<file path="src/ppm_pkg.sv">
/*
 * Package for the port pin function multiplexer: pin indices, reset values and
 * the supervisor level code that turns pin seven of port six into its input.
 * Assumes nothing beyond a SystemVerilog compiler.
 */
package ppm_pkg;
    // ==========================================================================
    // Widths and pin indices
    // ==========================================================================
    localparam int          PORT_WIDTH       = 8;
    localparam int          TIMER_PIN_COUNT  = 7;
    localparam int          TIMER_CLK_PIN    = 7;
    localparam int          SERIAL_PIN_COUNT = 4;
    localparam int          SER_CLK_PIN      = 0;
    localparam int          SER_DATA_PIN     = 1;
    localparam int          SER_SCL_PIN      = 2;
    localparam int          MAIN_CLK_PIN     = 4;
    localparam int          SUB_CLK_PIN      = 5;
    localparam int          AUX_CLK_PIN      = 6;
    localparam int          HIZ_SVS_PIN      = 7;
    localparam int          ANALOG_PIN_COUNT = 7;
    localparam int          SVS_IN_PIN       = 7;
    // ==========================================================================
    // Values
    // ==========================================================================
    localparam logic [7:0]  PORT_RESET       = 8'h00;
    localparam logic [2:0]  SYNC_RESET       = 3'h0;
    localparam logic [3:0]  SVS_EXT_LEVEL    = 4'hf;
    localparam logic        GROUND_LEVEL     = 1'b0;
endpackage : ppm_pkg

</file>
<file path="src/ppm_port_pin_function_mux.sv">
/*
 * Pin function multiplexer for ports four, five and six: select, direction and
 * analog-enable bits route each pad to general I/O or a peripheral function.
 * Assumes pads resolve (out, oe) externally, and that peripherals sit on sys_clk.
 */
// Functional notes
// - Select 0: plain I/O, direction bit picks input (0) or output (1).
// - Port four pins 0-6, select 1, dir 0: pin feeds both timer captures.
// - Port four pins 0-6, select 1, dir 1: timer channel output drives pin.
// - Port four pin 7, select 1, dir 0: pin is the timer external clock.
// - Port five pins 0-3, select 1: serial module owns pad direction.
// - Two-wire mode on data/clock pins: pull low only, never drive high.
// - Serial A clock wins shared pin; four-wire serial B forced to three-wire.
// - Port five pins 4-6, select 1, dir 1: main, sub-main, auxiliary clocks out.
// - Port five pin 7, select 1: dir 0 high-z control in, dir 1 supervisor out.
// - Port six pin 7, select 1, dir 1, analog off: pad driven to ground.
// - Port six pin 7 analog: analog input seven; level 15 adds supervisor input.
`timescale 1ns/1ps
module ppm_port_pin_function_mux
    import ppm_pkg::*;
#(
    parameter int W = ppm_pkg::PORT_WIDTH
)(
    input  wire logic         sys_clk,                         // 40 MHz system clock
    input  wire logic         reset,                           // Async reset, active high
    input  wire logic [W-1:0] portFourDirectionBits,           // Port four direction
    input  wire logic [W-1:0] portFourFunctionSelectBits,      // Port four select
    input  wire logic [W-1:0] portFourOut,                     // Port four I/O output data
    input  wire logic [W-1:0] portFourPadIn,                   // Port four pad levels
    input  wire logic [6:0]   secondTimerChannelOutput,        // Timer channel outputs
    input  wire logic [W-1:0] portFiveDirectionBits,           // Port five direction
    input  wire logic [W-1:0] portFiveFunctionSelectBits,      // Port five select
    input  wire logic [W-1:0] portFiveOut,                     // Port five I/O output data
    input  wire logic [W-1:0] portFivePadIn,                   // Port five pad levels
    input  wire logic [3:0]   serialOut,                       // Serial pin output data
    input  wire logic [3:0]   serialOutEnable,                 // Serial pin direction
    input  wire logic         serialTwoWireMode,               // Serial B in two-wire mode
    input  wire logic         serialAClockNeeded,              // Serial A clock uses pin 0
    input  wire logic         serialBFourWireReq,              // Serial B asks four-wire
    input  wire logic         mainClock,                       // Main system clock level
    input  wire logic         subMainClock,                    // Sub-main clock level
    input  wire logic         auxClock,                        // Auxiliary clock level
    input  wire logic         supervisorOutput,                // Supervisor output level
    input  wire logic [W-1:0] portSixDirectionBits,            // Port six direction
    input  wire logic [W-1:0] portSixFunctionSelectBits,       // Port six select
    input  wire logic [W-1:0] portSixOut,                      // Port six I/O output data
    input  wire logic [W-1:0] portSixPadIn,                    // Port six pad levels
    input  wire logic [W-1:0] analogEnableBit,                 // Per-pin analog enable
    input  wire logic [3:0]   supervisorLevelSelect,           // Supervisor level field
    output logic      [W-1:0] portFourPadOut,                  // Port four pad drive
    output logic      [W-1:0] portFourPadOe,                   // Port four output enable
    output logic      [W-1:0] portFourIn,                      // Port four I/O input data
    output logic      [6:0]   timerCaptureA,                   // Timer capture inputs A
    output logic      [6:0]   timerCaptureB,                   // Timer capture inputs B
    output logic              secondTimerExternalClock,        // Timer external clock
    output logic      [W-1:0] portFivePadOut,                  // Port five pad drive
    output logic      [W-1:0] portFivePadOe,                   // Port five output enable
    output logic      [W-1:0] portFiveIn,                      // Port five I/O input data
    output logic      [3:0]   serialIn,                        // Serial pin input data
    output logic              serialBThreeWireForced,          // Serial B held three-wire
    output logic              secondTimerOutputHizControl,     // Timer high-z control
    output logic      [W-1:0] portSixPadOut,                   // Port six pad drive
    output logic      [W-1:0] portSixPadOe,                    // Port six output enable
    output logic      [W-1:0] portSixIn,                       // Port six I/O input data
    output logic      [W-1:0] analogConnect,                   // Pad switched to converter
    output logic              supervisorExternalInput          // Supervisor ext input on
);
    import ppm_pkg::*;

    // ==========================================================================
    // Pad input synchronisers
    // ==========================================================================
    // Three stages per pad; a new level counts once stages two and three agree.
    logic [2:0]   sync4_reg [W];
    logic [2:0]   sync5_reg [W];
    logic [2:0]   sync6_reg [W];
    logic [2:0]   sync4_next [W];
    logic [2:0]   sync5_next [W];
    logic [2:0]   sync6_next [W];
    logic [W-1:0] in4_reg, in5_reg, in6_reg;
    logic [W-1:0] in4_next, in5_next, in6_next;

    genvar g;
    generate
        for (g = 0; g < W; g++)
        begin : g_sync
            always_comb
            begin
                sync4_next[g] = {sync4_reg[g][1:0], portFourPadIn[g]};
                sync5_next[g] = {sync5_reg[g][1:0], portFivePadIn[g]};
                sync6_next[g] = {sync6_reg[g][1:0], portSixPadIn[g]};
                in4_next[g]   = (sync4_reg[g][1] == sync4_reg[g][2]) ? sync4_reg[g][2] : in4_reg[g];
                in5_next[g]   = (sync5_reg[g][1] == sync5_reg[g][2]) ? sync5_reg[g][2] : in5_reg[g];
                in6_next[g]   = (sync6_reg[g][1] == sync6_reg[g][2]) ? sync6_reg[g][2] : in6_reg[g];
            end
            always_ff @(posedge sys_clk or posedge reset)
            begin
                if (reset)
                begin
                    sync4_reg[g] <= SYNC_RESET;
                    sync5_reg[g] <= SYNC_RESET;
                    sync6_reg[g] <= SYNC_RESET;
                end
                else
                begin
                    sync4_reg[g] <= sync4_next[g];
                    sync5_reg[g] <= sync5_next[g];
                    sync6_reg[g] <= sync6_next[g];
                end
            end
        end
    endgenerate

    always_ff @(posedge sys_clk or posedge reset)
    begin
        if (reset)
        begin
            in4_reg <= PORT_RESET;
            in5_reg <= PORT_RESET;
            in6_reg <= PORT_RESET;
        end
        else
        begin
            in4_reg <= in4_next;
            in5_reg <= in5_next;
            in6_reg <= in6_next;
        end
    end

    // ==========================================================================
    // Routing
    // ==========================================================================
    // Every output is registered, so pad and peripheral views lag one cycle
    // behind the control bits; this keeps outputs glitch free at the cost of
    // latency. Clock outputs therefore show sampled levels, not the raw clocks.
    logic [W-1:0] p4Out_next, p4Oe_next, p4In_next;
    logic [W-1:0] p5Out_next, p5Oe_next, p5In_next;
    logic [W-1:0] p6Out_next, p6Oe_next, p6In_next, ana_next;
    logic [6:0]   capA_next, capB_next;
    logic [3:0]   serIn_next;
    logic         tclk_next, hiz_next, force3_next, supervisor_external_input_next;

    always_comb
    begin
        p4Out_next  = portFourOut;
        p4Oe_next   = portFourDirectionBits;
        p4In_next   = in4_reg;
        capA_next   = '0;
        capB_next   = '0;
        tclk_next   = 1'b0;
        for (int i = 0; i < TIMER_PIN_COUNT; i++)
        begin
            if (portFourFunctionSelectBits[i])
            begin
                if (portFourDirectionBits[i])
                    p4Out_next[i] = secondTimerChannelOutput[i];
                else
                begin
                    capA_next[i] = in4_reg[i];
                    capB_next[i] = in4_reg[i];
                end
            end
        end
        if (portFourFunctionSelectBits[TIMER_CLK_PIN] && !portFourDirectionBits[TIMER_CLK_PIN])
            tclk_next = in4_reg[TIMER_CLK_PIN];

        p5Out_next  = portFiveOut;
        p5Oe_next   = portFiveDirectionBits;
        p5In_next   = in5_reg;
        serIn_next  = '0;
        hiz_next    = 1'b0;
        for (int i = 0; i < SERIAL_PIN_COUNT; i++)
        begin
            if (portFiveFunctionSelectBits[i])
            begin
                p5Oe_next[i]  = serialOutEnable[i];
                p5Out_next[i] = serialOut[i];
                serIn_next[i] = in5_reg[i];
            end
        end
        if (serialTwoWireMode)
        begin
            for (int i = SER_DATA_PIN; i <= SER_SCL_PIN; i++)
            begin
                if (portFiveFunctionSelectBits[i])
                begin
                    p5Out_next[i] = GROUND_LEVEL;
                    p5Oe_next[i]  = serialOutEnable[i] && (serialOut[i] == GROUND_LEVEL);
                end
            end
        end
        force3_next = serialAClockNeeded && serialBFourWireReq;
        if (portFiveFunctionSelectBits[MAIN_CLK_PIN] && portFiveDirectionBits[MAIN_CLK_PIN])
            p5Out_next[MAIN_CLK_PIN] = mainClock;
        if (portFiveFunctionSelectBits[SUB_CLK_PIN] && portFiveDirectionBits[SUB_CLK_PIN])
            p5Out_next[SUB_CLK_PIN] = subMainClock;
        if (portFiveFunctionSelectBits[AUX_CLK_PIN] && portFiveDirectionBits[AUX_CLK_PIN])
            p5Out_next[AUX_CLK_PIN] = auxClock;
        if (portFiveFunctionSelectBits[HIZ_SVS_PIN])
        begin
            if (portFiveDirectionBits[HIZ_SVS_PIN])
                p5Out_next[HIZ_SVS_PIN] = supervisorOutput;
            else
                hiz_next = in5_reg[HIZ_SVS_PIN];
        end

        p6Out_next  = portSixOut;
        p6Oe_next   = portSixDirectionBits;
        p6In_next   = in6_reg;
        ana_next    = analogEnableBit;
        if (portSixFunctionSelectBits[SVS_IN_PIN] && portSixDirectionBits[SVS_IN_PIN])
            p6Out_next[SVS_IN_PIN] = GROUND_LEVEL;
        for (int i = 0; i < W; i++)
        begin
            if (analogEnableBit[i])
            begin
                p6Oe_next[i]  = 1'b0;
                p6Out_next[i] = GROUND_LEVEL;
                p6In_next[i]  = 1'b0;
            end
        end
        supervisor_external_input_next  = analogEnableBit[SVS_IN_PIN] && (supervisorLevelSelect == SVS_EXT_LEVEL);
    end

    always_ff @(posedge sys_clk or posedge reset)
    begin
        if (reset)
        begin
            portFourPadOut              <= PORT_RESET;
            portFourPadOe               <= PORT_RESET;
            portFourIn                  <= PORT_RESET;
            timerCaptureA               <= '0;
            timerCaptureB               <= '0;
            secondTimerExternalClock    <= 1'b0;
            portFivePadOut              <= PORT_RESET;
            portFivePadOe               <= PORT_RESET;
            portFiveIn                  <= PORT_RESET;
            serialIn                    <= '0;
            serialBThreeWireForced      <= 1'b0;
            secondTimerOutputHizControl <= 1'b0;
            portSixPadOut               <= PORT_RESET;
            portSixPadOe                <= PORT_RESET;
            portSixIn                   <= PORT_RESET;
            analogConnect               <= PORT_RESET;
            supervisorExternalInput     <= 1'b0;
        end
        else
        begin
            portFourPadOut              <= p4Out_next;
            portFourPadOe               <= p4Oe_next;
            portFourIn                  <= p4In_next;
            timerCaptureA               <= capA_next;
            timerCaptureB               <= capB_next;
            secondTimerExternalClock    <= tclk_next;
            portFivePadOut              <= p5Out_next;
            portFivePadOe               <= p5Oe_next;
            portFiveIn                  <= p5In_next;
            serialIn                    <= serIn_next;
            serialBThreeWireForced      <= force3_next;
            secondTimerOutputHizControl <= hiz_next;
            portSixPadOut               <= p6Out_next;
            portSixPadOe                <= p6Oe_next;
            portSixIn                   <= p6In_next;
            analogConnect               <= ana_next;
            supervisorExternalInput     <= supervisor_external_input_next;
        end
    end
endmodule : ppm_port_pin_function_mux

</file>
<file path="config.mk">
export PLATFORM = sky130hd
export DESIGN_NAME = ppm_port_pin_function_mux
export DESIGN_NICKNAME = d
export VERILOG_FILES = /design/src/ppm_pkg.sv /design/src/ppm_port_pin_function_mux.sv
export SDC_FILE = /design/constraint.sdc
export NUM_CORES = 1
export LEC_CHECK = 0
export BUFFER_PORTS_ARGS = -buffer_cell sky130_fd_sc_hd__buf_2
export CORE_MARGIN = 1.5
export CORE_UTILIZATION = 47
export DETAILED_ROUTE_END_ITERATION = 16
export GPL_TIMING_DRIVEN = 0
export HOLD_SLACK_MARGIN = 0.03
export PLACE_DENSITY_LB_ADDON = 0.15
export SLEW_MARGIN = 15
export SYNTH_ARGS = -nofsm -noshare
export SYNTH_HDL_FRONTEND = slang
export SYNTH_SLANG_ARGS = --single-unit
</file>
<file path="constraint.sdc">
create_clock -name sys_clk -period 6.59 [get_ports sys_clk]
set_clock_uncertainty 0.15 [all_clocks]
set_input_delay 0.659 -clock sys_clk [delete_from_list [all_inputs] [get_ports sys_clk]]
set_output_delay 0.659 -clock sys_clk [all_outputs]
set_load 0.005 [all_outputs]
</file>
Word-level counts from Yosys, hierarchy flattened
Index checks and enable logic that the tools add are counted.
- input port bits: 132
- logic and storage cells: 180
- output and inout bits: 102
- bits in registers: 191
- muxes and demuxes: 79
- equal/unequal tests: 25
- bitwise operators: 2
- reductions and logical operators: 10
- operator list (cell ; number):
    $mux W1 ; 77
    $eq A1 B1 Y1 ; 24
    $logic_and A1 B1 Y1 ; 9
    $eq A4 B4 Y1 const B ; 1
    $mux W2 ; 2
    $not A1 Y1 ; 2
    $logic_not A1 Y1 ; 1

Logic depth before layout (Yosys ltp)
Gate-level depths: netlist of run 1.
- depth in word-level cells: 4
- gate-level depth with buffers: 2
- gate-level depth less buffers: 2

Worst setup path after synthesis of run 1
Ideal clock, no wire load.
- kind: reg-to-output
- start point: register timerCaptureB[0]
- end point: output timerCaptureB[0]
- stages on the path, launching flop included: 2
- path slack: 5.283 ns
- arrival: 0.498 ns
- required time: 5.781 ns
- path buffers: 1
- cells stage by stage: dfrtp_1 buf_4
- RTL lines (element ; line ; source):
    from (decl) ; ppm_port_pin_function_mux.sv:54 ; output logic [6:0] timerCaptureB,
    from (signal assigned) ; ppm_port_pin_function_mux.sv:253 ; timerCaptureB <= capB_next;
No word-level cell between the ends.

Worst setup path in the final report of run 1
- start point: register timerCaptureB[2]
- end point: output timerCaptureB[2]
No word-level cell between the ends.

==> reports/metrics.yaml, run 1 <==
sta:
  rsz0062_at_grt: "no"
  fmax_ghz: 0.538
  finalSetupTns_ps: 0
  slew_violations: 0
  worstMarginPinSlew_ps: 601
  maxSlewHeadroom_pct: 59.9
  final_hold_viol_count: 0
  whs_ps: 180
  setup_viol: 0
  period_share_pct: 28.2
  finalCriticalPeriod_ps: 1860
synth:
  ys_seq_area_share_pct: 84.5
  netlist_area_um2: 5660
  syn-num-nets: 442
  avgSynthCellArea_um2: 18.3
  yosys_warnings: 0
  ys_types: 16
  ys_seq_elements: 191
  synthCells: 310
clocking:
  post_cts_buffers: 0
  cts-root-buf: "clkbuf_16"
  clock_sinks: 191
  cts-hold-fix-buffers: 0
  htreeDepth: 4
  cts_max_path_buffers: 2
  cts_buffers: 17
  insertion_delay_ps: 410
  path_clk_slew_ps: 60
  cts_tree: "done"
  cts_resized: 0
place:
  port_buffers: 226
  dp_hpwl_mm: 6.64
  place_area_um2: 7000
  place_congestion: 0.729
finish:
  final_layout_size_suffix_gt1_share_pct: 49.4
  final_util_pct: 65.2
  design_area_um2: 7540
  layout.nets: 688
  final_common_cell: "buf_2"
  fill_cells: 863
  seqCellArea_um2: 4780
  area_growth_pct: 33.3
  final_cell_mix: "buf_2, dfrtp_1, maj3_1, nor2b_1, nand2_1"
  antenna_cells: 0
  multi_input_area_um2: 811
critical_path:
  required_ps: 5780
  cp_slowest_cell: "dfrtp_1"
  path_delay_family: "flip-flops"
  cp_slowest_stage_delay_ps: 380
  reg2reg_depth: 1
  crit_arrival_ps: 1050
  end_kind: "output pin"
  crit_start: "timerCaptureB[2]"
  path_depth: 2
  crit_path_max_fanout: 2
  r2r_end: "in4_reg[7]"
  crit_chain: "buf_4 > buf_2"
  critical_path_buf_inv_count: 2
  critPathLaunchType: "flop"
  crit_end: "timerCaptureB[2]"
  critPathKind: "reg -> out"
  timing.rr.start: "in4_reg[7]"
  rrSetupSlack_ps: 5550
die:
  rows: 39
  initial_utilization_pct: 48.9
  design.portCount: 234
  core_area_um2: 11600
  die_y_um: 113
  dieArea_um2: 12700
  die_x_um: 113
grt:
  antenna_found_initial: 0
  grt_pass1_vias: 3384
  grt_max_degree: 102
  grt_overflow_total: 0
  grt_pass1_wl_mm: 15.6
  grt_use_total_pct: 16.0
routing:
  antenna_left: 0
  vias_per_cell: 4.50
  vias: 3194
  avgRoutedWirePerCell_um: 13.4
  dr.first_iter.drc_count: 95
  routed_wl_mm: 9.52
  drcViolationCount: 0
  dr.pass1.iters: 4
worst_hold_path:
  hp-class: "in -> async"
power_and_ir_drop:
  power.leakage_nw: 3.88
  pwr_density_cell_nw_per_um2: 314
  peakVddDrop_mv: 0.173
status:
  status: "finished clean"
run:
  cap_violations: 0
power by group:
| group | internal (mW) | switching, mW | leakage, nW | total [mW] |
|---|---|---|---|---|
| combinational | 0.0855 | 0.0719 | 1.32 | 0.157 |
| sequential | 1.25 | 0.0278 | 2.28 | 1.28 |
| clock | 0.542 | 0.393 | 0.275 | 0.935 |
cells by family after synthesis:
logic type,count (synthesis),synth area share (%)
buffers and inverters,11,1.19
AOI/OAI and AO/OA,5,0.597
DFF,191,84.5
and+or+nand+nor,62,5.44
muxes,17,4.05
adders and majority gates,24,4.25
stage by stage:
| step | setup WS, ps | std cells | total power, mW |
|---|---|---|---|
| global placement | -1010 | 679 | 1.45 |
| global route | 4690 | 710 | 2.47 |
| CTS | 4710 | 710 | 2.40 |
| detailed placement | 4740 | 680 | 1.46 |
| finish | 4730 | 710 | 2.37 |
| floorplan | 582 | 310 | 1.36 |
layer usage:
layer / global-route usage [%] / up-vias / share of wire [%]
li1: - / 1481 / -
met4: 8.10 / 0 / 2.0
met2: 25.5 / 149 / 47
met5: 0 / - / 0
met3: 6.70 / 16 / 10
met1: 18.9 / 1548 / 40
synth_stat cells:
cell,n,area (um2)
nand3b_1,1,7.51
nor2b_1,23,144
buf_4,7,52.6
nor2_1,10,37.5
nand3_1,1,5.00
mux2_2,7,78.8
mux2_4,10,150
a211oi_1,1,7.51
o21ai_0,1,5.00
o22ai_1,1,6.26
dfrtp_1,191,4780
and2_1,5,31.3
inv_1,4,15.0
maj3_1,24,240
a21boi_1,2,15.0
nand2_1,22,82.6
layout make-up:
class,count,share of cell area [%]
tap,143,2.37
clock buffer,22,6.29
multi-input combinational,108,10.7
buffer,7,0.697
sequential,191,63.4
timing repair buffer,227,15.4
clock inverter,8,0.863
inverter,4,0.299
worst min-delay path by stage:
| stage | slack, ps | startpoint | endpoint |
|---|---|---|---|
| floorplan | 180 | sync4_next[10] | sync4_next[11] |
| global placement | 180 | sync6_next[4] | sync6_next[5] |
| detailed placement | 180 | sync4_next[19] | sync4_next[20] |
| CTS | 170 | portSixPadIn[2] | sync6_next[16] |
| global route | 180 | portFourPadIn[4] | sync4_next[10] |
| finish | 180 | reset | portSixPadOe[5] |
Power figures use the tool's default switching activity.
==> run 2, diff against run 1 <==
--- a/config.mk
+++ b/config.mk
@@ -5,9 +5,10 @@
 export SDC_FILE = /design/constraint.sdc
 export NUM_CORES = 1
 export LEC_CHECK = 0
+export ABC_AREA = 1
 export BUFFER_PORTS_ARGS = -buffer_cell sky130_fd_sc_hd__buf_2
 export CORE_MARGIN = 1.5
-export CORE_UTILIZATION = 47
+export CORE_UTILIZATION = 48
 export DETAILED_ROUTE_END_ITERATION = 16
 export GPL_TIMING_DRIVEN = 0
 export HOLD_SLACK_MARGIN = 0.03
==> constraint.sdc (replaced) <==
create_clock -name sys_clk -period 1.8 [get_ports sys_clk]
set_clock_uncertainty 0.15 [all_clocks]
set_input_delay 0.18 -clock sys_clk [delete_from_list [all_inputs] [get_ports sys_clk]]
set_output_delay 0.18 -clock sys_clk [all_outputs]
set_load 0.005 [all_outputs]
==> run 2 against run 1 <==
Register-to-register slack worse by 4600 ps. Design area is 24% higher. Critical path depth is 4 higher. Synthesized cell count is 52% higher. Clock power grew to 4.2 times the previous value. Total power grew to 4.0 times the previous value. Synthesized area is 4.6% higher. Non-clock buffer count is 143 higher. Largest cell class unchanged. Largest power group unchanged. Highest routed layer unchanged.
==> reports/metrics.yaml, run 2 <==
grt:
  grt_max_degree: 37
  grt_overflow_total: 0
  grt_pass1_wl_mm: 22.6
  grt_use_total_pct: 23.3
  grt_pass1_vias: 4826
  antenna_found_initial: 0
routing:
  vias: 4590
  dr.first_iter.drc_count: 222
  avgRoutedWirePerCell_um: 13.9
  dr.pass1.iters: 4
  routed_wl_mm: 14.2
  drcViolationCount: 0
  vias_per_cell: 4.49
  antenna_left: 0
sta:
  layout_setup_ws_ps: 258
  finalSetupTns_ps: 0
  maxSlewHeadroom_pct: 69.5
  period_share_pct: 85.7
  setup_viol: 0
  finalCriticalPeriod_ps: 1540
  worstMarginPinSlew_ps: 457
  slew_violations: 0
  rsz0062_at_grt: "no"
  fmax_ghz: 0.649
  final_hold_viol_count: 0
clocking:
  cts_tree: "done"
  cts_max_path_buffers: 2
  insertion_delay_ps: 420
  path_clk_slew_ps: 60
  cts_buffers: 17
  htreeDepth: 4
  cts-root-buf: "clkbuf_16"
  clock_sinks: 191
synth:
  synth_common_cells: "dfrtp_1, nand2_1, inv_1"
  yosysTopAreaCellShare_pct: 80.8
  synthCells: 472
  ys_types: 8
  yosys-top-cells-area: "dfrtp_1, nand2_1, inv_1"
  ys_seq_elements: 191
  syn-num-nets: 604
  netlist_area_um2: 5920
  synth_edf_count: 0
  synth_ff_type: "dfrtp_1"
  avgSynthCellArea_um2: 12.5
  synth-async-reset-ratio_pct: 100
  yosysMostFrequentCell: "dfrtp_1"
  yosys_warnings: 0
  ys_seq_area_share_pct: 80.8
  netlist.top_cell.by_area: "dfrtp_1"
die:
  die_y_um: 114
  initial_utilization_pct: 49.3
  core_area_um2: 12000
  dieArea_um2: 13000
  die_x_um: 114
  rows: 40
  design.portCount: 234
status:
  status: "finished clean"
finish:
  final_cell_mix: "buf_2, dfrtp_1, dlygate4sd3_1, nand2_1, inv_1"
  final_layout_size_suffix_gt1_share_pct: 30.9
  layout.nets: 993
  final_common_cell: "buf_2"
  fill_cells: 705
  area_growth_pct: 58.5
  design_area_um2: 9380
run:
  cap_violations: 0
power_and_ir_drop:
  internal_power_mw: 7.52
  p_total_mw: 9.56
  peakVddDrop_mv: 0.626
  p_seq_share_pct: 49.1
  combPwrFrac_pct: 9.6
  swShare_pct: 21.4
  pwr_density_cell_nw_per_um2: 1020
  power.leakage_nw: 5.04
  clkPwrFrac_pct: 41.2
  p_sw_mw: 2.05
place:
  port_buffers: 226
  place_area_um2: 7360
  dp_hpwl_mm: 7.62
  place_congestion: 0.775
  pre_cts_slack_ps: 645
critical_path:
  critPathLaunchType: "input pin"
  crit_arrival_ps: 1690
  crit_path_max_fanout: 4
  critPathKind: "in -> reg"
  required_ps: 1950
  end_kind: "flop"
worst_hold_path:
  hp-class: "in -> async"
==> run 2: layout make-up <==
cell class / instances / area (um2) / share of cell area [%]
Clock buffer: 22 / 474 / 5.06
Timing Repair Buffer: 370 / 2640 / 28.1
Buffer: 7 / 52.6 / 0.560
Antenna cell: 1 / 2.50 / 0.0267
Inverter: 84 / 319 / 3.40
Multi-Input combinational cell: 190 / 768 / 8.19
Clock inverter: 10 / 159 / 1.69
Tap cell: 147 / 184 / 1.96
Sequential cell: 191 / 4780 / 51.0
==> run 2: power groups by stage <==
| stage | registers [mW] | logic [mW] | clock network [mW] |
|---|---|---|---|
| 6_report | 4.70 | 0.921 | 3.94 |
| 3_3_place_gp | 4.76 | 0.599 | 0 |
| 4_1_cts | 4.70 | 0.896 | 4.01 |
| 2_1_floorplan | 4.78 | 0.233 | 0 |
| 5_1_grt | 4.73 | 1.02 | 4.20 |
| 3_5_place_dp | 4.77 | 0.658 | 0 |
==> run 2: per-stage QoR <==
stage               hold WS (ps)  std cells  util, %
detailed placement          70.1        851     61.3
CTS                          163       1021     78.1
floorplan                   61.4        472        -
global placement             138        845     60.2
global route                 203       1021     78.1
finish                       179       1022     78.1
==> run 2: path summary, 6_finish.rpt <==
kind	end	start	slack (ps)	depth (start not counted)
max	portFivePadOut[1]	portFiveFunctionSelectBits[1]	260	6
min	portFivePadOe[2]	reset	180	3
max reg2reg	in5_reg[1]	in5_reg[1]	940	2
min reg2reg	sync4_next[5]	sync4_next[4]	200	0
max in group asynchronous	in5_reg[6]	reset	570	5
min in group sys_clk	sync4_next[5]	sync4_next[4]	200	0
==> run 2: cells by family (layout without fill, tap and decap cells) <==
group,Yosys count,after routing,synth area share [%]
other cells,0,1,0
compound gates,28,28,2.37
buf+inv,91,493,6.22
flops,191,191,80.8
simple gates,162,162,10.6
==> run 2: what timing repair did <==
item / in CTS / in global routing
hold buffers: 138 / 0
resized for setup: 0 / 0
hold endpoints to repair: 195 / 0
buffers inserted: 0 / 0
==> run 2: routing by layer <==
metal / global-route usage (%) / wire, um / vias to the layer above
li1: - / - / 2176
met1: 26.5 / 5550 / 2182
met3: 7.76 / 987 / 31
met5: 0 / 0 / -
met4: 13.6 / 422 / 0
met2: 38.7 / 7240 / 201
==> run 2: worst max-delay path: stages <==
cell           delay [ps]
dlygate4sd3_1         530
buf_2                 150
inv_1                  90
nand2_1                60
dlygate4sd3_1         580
nand2_1                90
